[config.mk]
export PLATFORM = sky130hd
export DESIGN_NAME = spc_sector_prot
export DESIGN_NICKNAME = d
export VERILOG_FILES = /design/src/spc_pkg.sv /design/src/spc_byte_rx.sv /design/src/spc_sector_prot.sv
export SDC_FILE = /design/constraint.sdc
export NUM_CORES = 1
export LEC_CHECK = 0
export ABC_AREA = 1
export BUFFER_PORTS_ARGS = -buffer_cell sky130_fd_sc_hd__buf_2
export CAP_MARGIN = 20
export CORE_MARGIN = 2
export CORE_UTILIZATION = 45
export CTS_CLUSTER_DIAMETER = 200
export DETAILED_ROUTE_END_ITERATION = 10
export GPL_TIMING_DRIVEN = 0
export PLACE_DENSITY = 0.76
export REMOVE_ABC_BUFFERS = 1
export SLEW_MARGIN = 5
export SYNTH_ARGS = -nofsm -noshare
export SYNTH_HDL_FRONTEND = slang
export SYNTH_SLANG_ARGS = --single-unit
[constraint.sdc]
create_clock -name clock -period 2.9 [get_ports clock]
set_input_delay 0.58 -clock clock [delete_from_list [all_inputs] [get_ports clock]]
set_output_delay 0.58 -clock clock [all_outputs]
set_load 0.005 [all_outputs]
[src/spc_pkg.sv]
// Purpose: Shared constants for the sector protection control block
// Assumes: Serial commands arrive as bytes, most significant bit first
// Notes:   Sector index is taken from the top byte of the 24-bit address
package spc_pkg;

    localparam int          SPC_ADDR_W        = 24;
    localparam int          SPC_SECT_LSB      = 16;
    localparam int          SPC_SECT_W        = SPC_ADDR_W - SPC_SECT_LSB;
    localparam int          SPC_NUM_SECT      = 1 << SPC_SECT_W;
    localparam int          SPC_ADDR_BYTES    = 3;

    localparam logic [7:0]  SPC_OP_WR_ENABLE  = 8'h06;
    localparam logic [7:0]  SPC_OP_WR_DISABLE = 8'h04;
    localparam logic [7:0]  SPC_OP_PROTECT    = 8'h36;
    localparam logic [7:0]  SPC_OP_UNPROTECT  = 8'h39;
    localparam logic [7:0]  SPC_OP_WR_STAT1   = 8'h01;

    localparam int          SPC_LOCK_POS      = 7;
    localparam int          SPC_GLB_HI        = 5;
    localparam int          SPC_GLB_LO        = 2;
    localparam logic [3:0]  SPC_GLB_ONES      = 4'hf;
    localparam logic [3:0]  SPC_GLB_ZEROS     = 4'h0;
    localparam int          SPC_STAT_WP_POS   = 4;
    localparam int          SPC_STAT_SP_HI    = 3;
    localparam int          SPC_STAT_SP_LO    = 2;
    localparam int          SPC_STAT_LATCH_POS = 1;

    localparam logic [1:0]  SPC_SP_NONE       = 2'h0;
    localparam logic [1:0]  SPC_SP_SOME       = 2'h1;
    localparam logic [1:0]  SPC_SP_ALL        = 2'h3;

    localparam logic        SPC_LOCK_RST      = 1'b0;
    localparam logic        SPC_LATCH_RST     = 1'b0;
    localparam logic        SPC_SECT_RST      = 1'b1;

    typedef enum logic [2:0]
    {
        SPC_IDLE   = 3'h0,
        SPC_OPCODE = 3'h1,
        SPC_ADDR   = 3'h3,
        SPC_DATA   = 3'h5,
        SPC_DRAIN  = 3'h2
    } spc_state_t;

endpackage

[src/spc_byte_rx.sv]
// Purpose: Synchronise serial pins and assemble bytes within a frame
// Assumes: Serial clock well below a quarter of the system clock, mode 0
// Notes:   Frame end reports whether a whole number of bytes arrived
`timescale 1ns/1ps
module spc_byte_rx
    import spc_pkg::*;
(
    // Clock and reset
    input  wire logic       clock,
    input  wire logic       rst_b,
    // Serial pins
    input  wire logic       cs_b_pin,
    input  wire logic       sck_pin,
    input  wire logic       si_pin,
    // Byte stream
    output logic            start_ff,
    output logic            byte_vld_ff,
    output logic [7:0]      byte_ff,
    output logic            end_ff,
    output logic            aligned_ff
);

    logic       cs_s1_ff;
    logic       cs_s2_ff;
    logic       cs_s3_ff;
    logic       sck_s1_ff;
    logic       sck_s2_ff;
    logic       sck_s3_ff;
    logic       si_s1_ff;
    logic       si_s2_ff;
    logic [2:0] bit_cnt_ff;
    logic [6:0] shift_ff;
    logic       sck_rise;

    // Stage one feeds only stage two
    always_ff @(posedge clock or negedge rst_b)
    begin
        if (!rst_b)
        begin
            cs_s1_ff  <= 1'b1;
            cs_s2_ff  <= 1'b1;
            cs_s3_ff  <= 1'b1;
            sck_s1_ff <= 1'b0;
            sck_s2_ff <= 1'b0;
            sck_s3_ff <= 1'b0;
            si_s1_ff  <= 1'b0;
            si_s2_ff  <= 1'b0;
        end
        else
        begin
            cs_s1_ff  <= cs_b_pin;
            cs_s2_ff  <= cs_s1_ff;
            cs_s3_ff  <= cs_s2_ff;
            sck_s1_ff <= sck_pin;
            sck_s2_ff <= sck_s1_ff;
            sck_s3_ff <= sck_s2_ff;
            si_s1_ff  <= si_pin;
            si_s2_ff  <= si_s1_ff;
        end
    end

    assign sck_rise = sck_s2_ff & ~sck_s3_ff & ~cs_s2_ff;

    always_ff @(posedge clock or negedge rst_b)
    begin
        if (!rst_b)
        begin
            bit_cnt_ff  <= 3'h0;
            shift_ff    <= 7'h00;
            byte_ff     <= 8'h00;
            byte_vld_ff <= 1'b0;
        end
        else
        begin
            byte_vld_ff <= 1'b0;
            if (cs_s2_ff)
            begin
                bit_cnt_ff <= 3'h0;
            end
            else if (sck_rise)
            begin
                bit_cnt_ff <= bit_cnt_ff + 3'h1;
                shift_ff   <= {shift_ff[5:0], si_s2_ff};
                if (bit_cnt_ff == 3'h7)
                begin
                    byte_ff     <= {shift_ff, si_s2_ff};
                    byte_vld_ff <= 1'b1;
                end
            end
        end
    end

    // Frame edges; alignment is judged on the count at the rise of select
    always_ff @(posedge clock or negedge rst_b)
    begin
        if (!rst_b)
        begin
            start_ff   <= 1'b0;
            end_ff     <= 1'b0;
            aligned_ff <= 1'b0;
        end
        else
        begin
            start_ff <= ~cs_s2_ff & cs_s3_ff;
            end_ff   <= cs_s2_ff & ~cs_s3_ff;
            if (cs_s2_ff & ~cs_s3_ff)
            begin
                aligned_ff <= (bit_cnt_ff == 3'h0);
            end
        end
    end

endmodule

[src/spc_sector_prot.sv]
// Purpose: Per-sector write protection, lock bit and global protect decode
// Assumes: Suspend flag comes from same-clock program and erase logic
// Notes:   Serial pins are synchronised inside the byte receiver
`timescale 1ns/1ps
module spc_sector_prot
    import spc_pkg::*;
(
    // Clock and reset
    input  wire logic                     clock,
    input  wire logic                     rst_b,
    // Serial pins
    input  wire logic                     cs_b_pin,
    input  wire logic                     sck_pin,
    input  wire logic                     si_pin,
    // Write-protect pin, active low
    input  wire logic                     wp_b_pin,
    // Program and erase engine
    input  wire logic                     suspend_any,
    // Protection state
    output logic [SPC_NUM_SECT-1:0]       sector_protect_ff,
    output logic                          protection_lock_bit_ff,
    output logic                          write_latch_bit_ff,
    output logic [7:0]                    status_byte1_ff
);

    logic                   start;
    logic                   byte_vld;
    logic [7:0]             byte_data;
    logic                   frame_end;
    logic                   aligned;
    logic                   wp_s1_ff;
    logic                   wp_s2_ff;
    spc_state_t             state_ff;
    spc_state_t             nxt_state;
    logic [7:0]             cmd_ff;
    logic [1:0]             addr_cnt_ff;
    logic [SPC_ADDR_W-1:0]  sector_address_bits_ff;
    logic [7:0]             data_ff;
    logic                   data_seen_ff;

    function automatic logic [1:0] prot_summary(input logic [SPC_NUM_SECT-1:0] bits);
        logic [1:0] res;
        res = SPC_SP_SOME;
        if (&bits)
        begin
            res = SPC_SP_ALL;
        end
        else if (~|bits)
        begin
            res = SPC_SP_NONE;
        end
        return res;
    endfunction

    function automatic logic is_sector_cmd(input logic [7:0] op);
        return (op == SPC_OP_PROTECT) || (op == SPC_OP_UNPROTECT);
    endfunction

    spc_byte_rx u_rx
    (
        .clock       (clock),
        .rst_b       (rst_b),
        .cs_b_pin    (cs_b_pin),
        .sck_pin     (sck_pin),
        .si_pin      (si_pin),
        .start_ff    (start),
        .byte_vld_ff (byte_vld),
        .byte_ff     (byte_data),
        .end_ff      (frame_end),
        .aligned_ff  (aligned)
    );

    always_ff @(posedge clock or negedge rst_b)
    begin
        if (!rst_b)
        begin
            wp_s1_ff <= 1'b0;
            wp_s2_ff <= 1'b0;
        end
        else
        begin
            wp_s1_ff <= wp_b_pin;
            wp_s2_ff <= wp_s1_ff;
        end
    end

    always_comb
    begin
        nxt_state = state_ff;
        case (state_ff)
            SPC_IDLE:
            begin
                if (start)
                begin
                    nxt_state = SPC_OPCODE;
                end
            end
            SPC_OPCODE:
            begin
                if (byte_vld)
                begin
                    if (is_sector_cmd(byte_data))
                    begin
                        nxt_state = SPC_ADDR;
                    end
                    else if (byte_data == SPC_OP_WR_STAT1)
                    begin
                        nxt_state = SPC_DATA;
                    end
                    else
                    begin
                        nxt_state = SPC_DRAIN;
                    end
                end
            end
            SPC_ADDR:
            begin
                if (byte_vld && addr_cnt_ff == 2'(SPC_ADDR_BYTES - 1))
                begin
                    nxt_state = SPC_DRAIN;
                end
            end
            SPC_DATA:
            begin
                if (byte_vld)
                begin
                    nxt_state = SPC_DRAIN;
                end
            end
            SPC_DRAIN:
            begin
                nxt_state = SPC_DRAIN;
            end
            default:
            begin
                nxt_state = SPC_IDLE;
            end
        endcase
        // Frame end always returns to idle, whatever was in flight
        if (frame_end)
        begin
            nxt_state = SPC_IDLE;
        end
    end

    always_ff @(posedge clock or negedge rst_b)
    begin
        if (!rst_b)
        begin
            state_ff <= SPC_IDLE;
        end
        else
        begin
            state_ff <= nxt_state;
        end
    end

    // Command capture for the current frame
    always_ff @(posedge clock or negedge rst_b)
    begin
        if (!rst_b)
        begin
            cmd_ff                 <= 8'h00;
            addr_cnt_ff            <= 2'h0;
            sector_address_bits_ff <= '0;
            data_ff                <= 8'h00;
            data_seen_ff           <= 1'b0;
        end
        else if (start)
        begin
            cmd_ff       <= 8'h00;
            addr_cnt_ff  <= 2'h0;
            data_seen_ff <= 1'b0;
        end
        else if (byte_vld)
        begin
            case (state_ff)
                SPC_OPCODE:
                begin
                    cmd_ff <= byte_data;
                end
                SPC_ADDR:
                begin
                    sector_address_bits_ff <= {sector_address_bits_ff[SPC_ADDR_W-9:0],
                                               byte_data};
                    addr_cnt_ff            <= addr_cnt_ff + 2'h1;
                end
                SPC_DATA:
                begin
                    data_ff      <= byte_data;
                    data_seen_ff <= 1'b1;
                end
                default:
                begin
                    cmd_ff <= cmd_ff;
                end
            endcase
        end
    end

    // Decode of a finished frame
    logic                    fin_wren;
    logic                    fin_wrdi;
    logic                    fin_sect;
    logic                    sect_ok;
    logic                    fin_stat;
    logic [3:0]              glb_field;
    logic                    glb_set;
    logic                    glb_clr;
    logic                    stat_allowed;
    logic [SPC_SECT_W-1:0]   sect_idx;

    always_comb
    begin
        fin_wren     = frame_end && aligned && cmd_ff == SPC_OP_WR_ENABLE;
        fin_wrdi     = frame_end && aligned && cmd_ff == SPC_OP_WR_DISABLE;
        fin_sect     = frame_end && is_sector_cmd(cmd_ff) && write_latch_bit_ff;
        sect_ok      = aligned && addr_cnt_ff == 2'(SPC_ADDR_BYTES) &&
                       !protection_lock_bit_ff;
        fin_stat     = frame_end && aligned && data_seen_ff &&
                       cmd_ff == SPC_OP_WR_STAT1 && write_latch_bit_ff;
        glb_field    = data_ff[SPC_GLB_HI:SPC_GLB_LO];
        stat_allowed = !protection_lock_bit_ff || wp_s2_ff;
        glb_set      = fin_stat && !protection_lock_bit_ff && glb_field == SPC_GLB_ONES;
        glb_clr      = fin_stat && !protection_lock_bit_ff && glb_field == SPC_GLB_ZEROS;
        sect_idx     = sector_address_bits_ff[SPC_ADDR_W-1:SPC_SECT_LSB];
    end

    // Write latch; sector commands consume it, a status write only once its data byte arrives aligned
    always_ff @(posedge clock or negedge rst_b)
    begin
        if (!rst_b)
        begin
            write_latch_bit_ff <= SPC_LATCH_RST;
        end
        else if (fin_wren)
        begin
            write_latch_bit_ff <= 1'b1;
        end
        else if (fin_wrdi || fin_sect || fin_stat)
        begin
            write_latch_bit_ff <= 1'b0;
        end
    end

    // Lock bit; global protect-all pattern during suspend aborts the whole write
    always_ff @(posedge clock or negedge rst_b)
    begin
        if (!rst_b)
        begin
            protection_lock_bit_ff <= SPC_LOCK_RST;
        end
        else if (fin_stat && stat_allowed && !(glb_set && suspend_any))
        begin
            protection_lock_bit_ff <= data_ff[SPC_LOCK_POS];
        end
    end

    always_ff @(posedge clock or negedge rst_b)
    begin
        if (!rst_b)
        begin
            sector_protect_ff <= {SPC_NUM_SECT{SPC_SECT_RST}};
        end
        else if (glb_set && !suspend_any)
        begin
            sector_protect_ff <= {SPC_NUM_SECT{1'b1}};
        end
        else if (glb_clr)
        begin
            sector_protect_ff <= '0;
        end
        else if (fin_sect && sect_ok)
        begin
            sector_protect_ff[sect_idx] <= (cmd_ff == SPC_OP_PROTECT);
        end
    end

    always_ff @(posedge clock or negedge rst_b)
    begin
        if (!rst_b)
        begin
            status_byte1_ff <= 8'h00;
        end
        else
        begin
            status_byte1_ff                                  <= 8'h00;
            status_byte1_ff[SPC_LOCK_POS]                    <= protection_lock_bit_ff;
            status_byte1_ff[SPC_STAT_WP_POS]                 <= wp_s2_ff;
            status_byte1_ff[SPC_STAT_SP_HI:SPC_STAT_SP_LO]   <= prot_summary(sector_protect_ff);
            status_byte1_ff[SPC_STAT_LATCH_POS]              <= write_latch_bit_ff;
        end
    end

endmodule

# == Word-level counts from Yosys, hierarchy flattened ==
# Cells that the tools add are included.
# word_totals
input_bits,7
ff_bits,341
# op_classes
muxes,32
n_reduce_logical,48
n_bitwise,8
n_addsub,2
eq_ne,20
magnitude_cmp,2
# ops
op,count
two-way mux 256 bit,3
bitwise mux 256 bit,1
AND reduction 256 bit,1
OR reduction 256 bit,1
"== test 8 x 6 -> 1 bit, second input constant",4
two-way mux 3 bit,9
two-way mux 8 bit,3
logical AND 1 bit,20
"== test 8 x 1 -> 1 bit, second input constant",2
"== test 8 x 3 -> 1 bit, second input constant",2
case mux 3 bit (5 select lines),1
nonzero test 2 bit,6
two-way mux 1 bit,10
"less-than comparator 8 x 9 -> 1 bit, second input constant",1
"!= test 3 x 1 -> 1 bit, second input constant",3
AND reduction 3 bit,3
demux 1 bit (select 8 bit),1
">= comparator 8 x 1 -> 1 bit, second input constant",1
two-way mux 2 bit,4
AND reduction 2 bit,4
"== test 3 x 2 -> 1 bit, second input constant",2
"== test 3 bit, second input constant",2
zero test 3 bit,2
logical OR 1 bit,5
other kinds (12),21

# == Depth between registers and ports, before layout ==
# logic_depth
word_depth,9
depth_mapped,11

# == Cells and area by module ==
# From an unflattened synthesis, not the netlist that was laid out.
# hier_totals
hier_cells,2655
hier_area_um2,19745.2
# by_module_without_submodules
mod,cells_per_inst,area_per_inst_um2,instances
spc_sector_prot,2549,18606.6,1
spc_byte_rx,106,1138.6,1

# == Least setup slack after synthesis ==
# Ideal clock, no wire load.
# synth_path
path_kind,reg-to-reg
startpoint,reg cmd_ff[7]
endpoint,reg sector_protect_ff[150]
synth_period_minus_slack_ns,1.536
setup_slack_ns,1.364
stages_incl_launch_ff,11
t_required_ns,2.806
arrival_ns,1.442
path_cell_list,dfrtp_1 nor2_1 nand3_1 nor2_1 nand2_1 nor2_4 buf_6 buf_4 nand2_1 nand3_1 nand3_1
# synth_via
elab_chain_cells,7
word_cells_on_any_way,18
# synth_lines
element,line,text
start: declaration,spc_sector_prot.sv:35,logic [7:0] cmd_ff;
start signal: assignment,spc_sector_prot.sv:180,cmd_ff <= byte_data;
start signal: assignment,spc_sector_prot.sv:195,cmd_ff <= cmd_ff;
== test 8 x 1 -> 1 bit,spc_sector_prot.sv:221,cmd_ff == SPC_OP_WR_STAT1 && write_latch_bit_ff;
logical AND 1 bit,spc_sector_prot.sv:220,fin_stat = frame_end && aligned && data_seen_ff &&
logical AND 1 bit,spc_sector_prot.sv:221,
logical AND 1 bit,"spc_sector_prot.sv:224, spc_sector_prot.sv:225",
"logical AND 1 bit, on equally long branches","spc_sector_prot.sv:225, spc_sector_prot.sv:224",
two-way mux 256 bit or logical AND 1 bit (tied branches),"spc_sector_prot.sv:269, spc_sector_prot.sv:265",
two-way mux 256 bit or nonzero test 3 bit (tied branches),--,
end signal: assignment,spc_sector_prot.sv:263,sector_protect_ff <= {SPC_NUM_SECT{SPC_SECT_RST}};
end signal: assignment,spc_sector_prot.sv:267,sector_protect_ff <= {SPC_NUM_SECT{1'b1}};
end signal: indexed assignment,spc_sector_prot.sv:275,sector_protect_ff[sect_idx] <= (cmd_ff == SPC_OP_PROTECT);
end: declaration,spc_sector_prot.sv:20,"output logic [SPC_NUM_SECT-1:0] sector_protect_ff,"
# Parallel ways exist; a longest one is shown, timed or not. The select of a mux whose other input is x is not followed.
# A chain may end at the register's enable or synchronous reset.

# == Worst setup path after layout ==
# layout_path
startpoint,reg u_rx.end_ff
endpoint,reg sector_protect_ff[35]
# layout_via
elab_chain_cells,8
word_cells_on_any_way,14
# layout_lines
element,line,text
start: declaration,spc_byte_rx.sv:19,"output logic end_ff,"
start signal: assignment,spc_byte_rx.sv:105,end_ff <= cs_s2_ff & ~cs_s3_ff;
logical AND 1 bit (3 in a row),spc_sector_prot.sv:220,
logical AND 1 bit,spc_sector_prot.sv:221,
logical AND 1 bit,"spc_sector_prot.sv:224, spc_sector_prot.sv:225",
"logical AND 1 bit, on equally long branches","spc_sector_prot.sv:225, spc_sector_prot.sv:224",
two-way mux 256 bit or logical AND 1 bit (tied branches),"spc_sector_prot.sv:269, spc_sector_prot.sv:265",
two-way mux 256 bit or nonzero test 3 bit (tied branches),--,
# Parallel ways exist; a longest one is shown, timed or not.

==> reports/metrics.cfg <==
[clock_tree]
numClockSinks=338
cts-resized-gates=0
cts_tree=yes
clock_latency_ns=0.55
postCtsSetupBuffers=0
htreeDepth=2
cts_buffer_depth=3
clk_root_buffer_cell=clkbuf_16
ctsHoldBuffers=0
cts.clk_slew.worst_paths_ns=0.06
cts_made_buffers=39

[timing]
rsz0062_at_grt=no
drv_slew=0
setup_slack_ns=0.231
period_minus_slack_ns=2.67
finalSetupViolCount=0
clock_skew_ns=0.0183
fin_crit_sh=0.920
relSlewSlack=0.250
hold_viol=0
fmax_ghz=0.375
worstMarginPinSlew_ns=1.12

[detailed_routing]
vias=19200
drtIter0Drc=2124
drt_wl_total_um=61200
drt_first_pass_iters=6
viasPerCell=5.77
drc=0
ant_nets=0
avgRoutedWirePerCell_um=18.4

[cells_and_area]
final_core_util=0.541
multi_input_area_um2=8560
stdcell_area_um2=22200
area_delta_synth_final_pct=18.3
stdcell_count=3326
final_nets=2777
n_antenna_cell=0
fillCellCount=3724
final-seq-area_um2=8780
drive_above_1_share=0.234

[job]
maxCapViolCount=0

[grt]
grt_usage=0.277
grt_max_degree=122
grt_pass1_vias=17700
overflow=0
antenna_found_initial=1
grt_pass1_wl_um=96600

[setup_path]
arrival_ns=3.15
crit_type=reg2reg
crit_fanout=21
cp.required_ns=3.38
critPathCaptureType=flip-flop
worst-r2r-cell-count=10
start_kind=flip-flop

[synth]
avgSynthCellArea_um2=7.27
yosysSeqAreaShare=0.468
ys_seq_elements=338
syn_area_um2=18800
yosysUniqueCellTypes=25
synthCells=2581
synth_warnings=0

[min_path]
whs_path_depth=1
worst_hold_path_type=in2reg

[power_and_ir_drop]
p_comb_frac=0.023
p_leak_nw=10.1
irDropWorstVdd_uv=371
clockPowerShare=0.494
power_switching_mw=2.22
power_density_nw_per_um2=448
power_mw=9.94
p_int_mw=7.72
power_frac_seq=0.484
power_switching_share=0.223

[floorplan]
fp.dieH_um=208
start_util=0.458
rows=74
num_io_pins=273
dieArea_um2=43400
core-area_um2=41000
fp.dieW_um=208

[placement]
gp_congestion=0.831
pre_cts_ws_ns=0.237
dp_hpwl_um=41000
dp_cells=3255
placed_cell_area_um2=20900
io_buffers=269

[outcome]
outcome=finished, final reports clean

registers in the layout, indices dropped and copies added (netlist names), 3 cells and up:
register and flops:
data_ff 5, cmd_ff 8, u_rx.shift_ff 7, u_rx.byte_ff 8, status_byte1_ff 5, state_ff 3, sector_address_bits_ff 24, sector_protect_ff 256
u_rx.bit_cnt_ff 3
power by group through the flow:
stage                     clock (mW)  combinational, mW  sequential [mW]
final                           4.91              0.224             4.81
after global routing            5.19              0.263             4.82
after CTS                       4.98              0.229             4.81
after detailed placement           0              0.228             4.88
after global placement             0              0.204             4.88
after floorplan                    0             0.0945             4.87
stage by stage:
| step | TNS (ns) | hold slack [ns] |
|---|---|---|
| global route | 0 | 0.132 |
| finish | 0 | 0.139 |
| CTS | 0 | 0.126 |
| floorplan | -1571.75 | 0.284 |
| detailed placement | 0 | 0.338 |
| global placement | -4040.78 | 0.333 |
cell usage in the layout (no fill, tap or decap), types with 10 or more instances in the layout:
master,instances
nand3_1,827
nand2_1,492
nor2_1,454
buf_2,268
dfstp_2,259
inv_1,142
dfrtp_1,79
nor3_1,48
clkbuf_16,41
o21ai_0,38
nand4_1,20
buf_12,19
buf_8,15
buf_16,13
clkbuf_1,10
metal layers:
layer | part of all wire | track usage | up-vias
li1 | - | - | 8903
met1 | 0.40 | 0.368 | 9162
met2 | 0.46 | 0.438 | 933
met3 | 0.089 | 0.0498 | 188
met4 | 0.047 | 0.133 | 2
met5 | 0.00011 | 0 | -
critical path, cell delays in order, from the launching register on:
cell and delay (ns):
dfrtp_1 0.41, nand2_1 0.09, inv_1 0.06, nand3_1 0.09, nor2_2 0.25, nand4_1 0.67, buf_8 0.42, buf_6 0.17
buf_8 0.16, buf_16 0.17, nand3_1 0.10
final cells by class:
type,count,area share
Clock inverter,11,0.00400
Clock buffer,59,0.0528
Multi-Input combinational cell,1919,0.386
Inverter,144,0.0243
Sequential cell,338,0.395
Tap cell,532,0.0300
Timing Repair Buffer,323,0.108
final timing paths:
| kind | startpoint | endpoint | slack (ns) |
|---|---|---|---|
| setup / recovery | u_rx.end_ff | sector_protect_ff[35] | 0.23 |
| hold reg to reg | wp_s1_ff | wp_s2_ff | 0.34 |
| min in group asynchronous | rst_b | sector_protect_ff[33] | 0.51 |
| max in group asynchronous | rst_b | u_rx.bit_cnt_ff[1] | 1.68 |
| hold / removal | cs_b_pin | u_rx.cs_s1_ff | 0.14 |
| setup reg to reg | u_rx.end_ff | sector_protect_ff[35] | 0.23 |
cells in the mapped netlist, drive strengths merged:
cell type  instances  area (µm²)
nor4               1        6.26
dfrtp             79        1980
nand4             20         125
or2                1        6.26
o22ai              9        56.3
conb               1        3.75
buf              105         629
dfstp            259        6810
nor2             457        1730
nand2            492        1850
o21ai             39         195
nor3              48         240
clkbuf            77         289
a21oi              9        45.0
inv              144         541
ha                 5        62.6
nand3            828        4140
mux2               7        78.8
cell families (layout without fill, tap and decap cells):
kind of cell | Yosys count | in the layout | share of synthesized area
compound gates | 57 | 57 | 0.0158
flops | 338 | 338 | 0.468
simple gates | 1847 | 1847 | 0.431
mux | 7 | 7 | 0.00420
buf+inv | 326 | 537 | 0.0777
other cells | 1 | 3 | 0.000200
fa+ha+maj | 5 | 5 | 0.00333
Note: power is estimated with default switching activity, not from simulation.
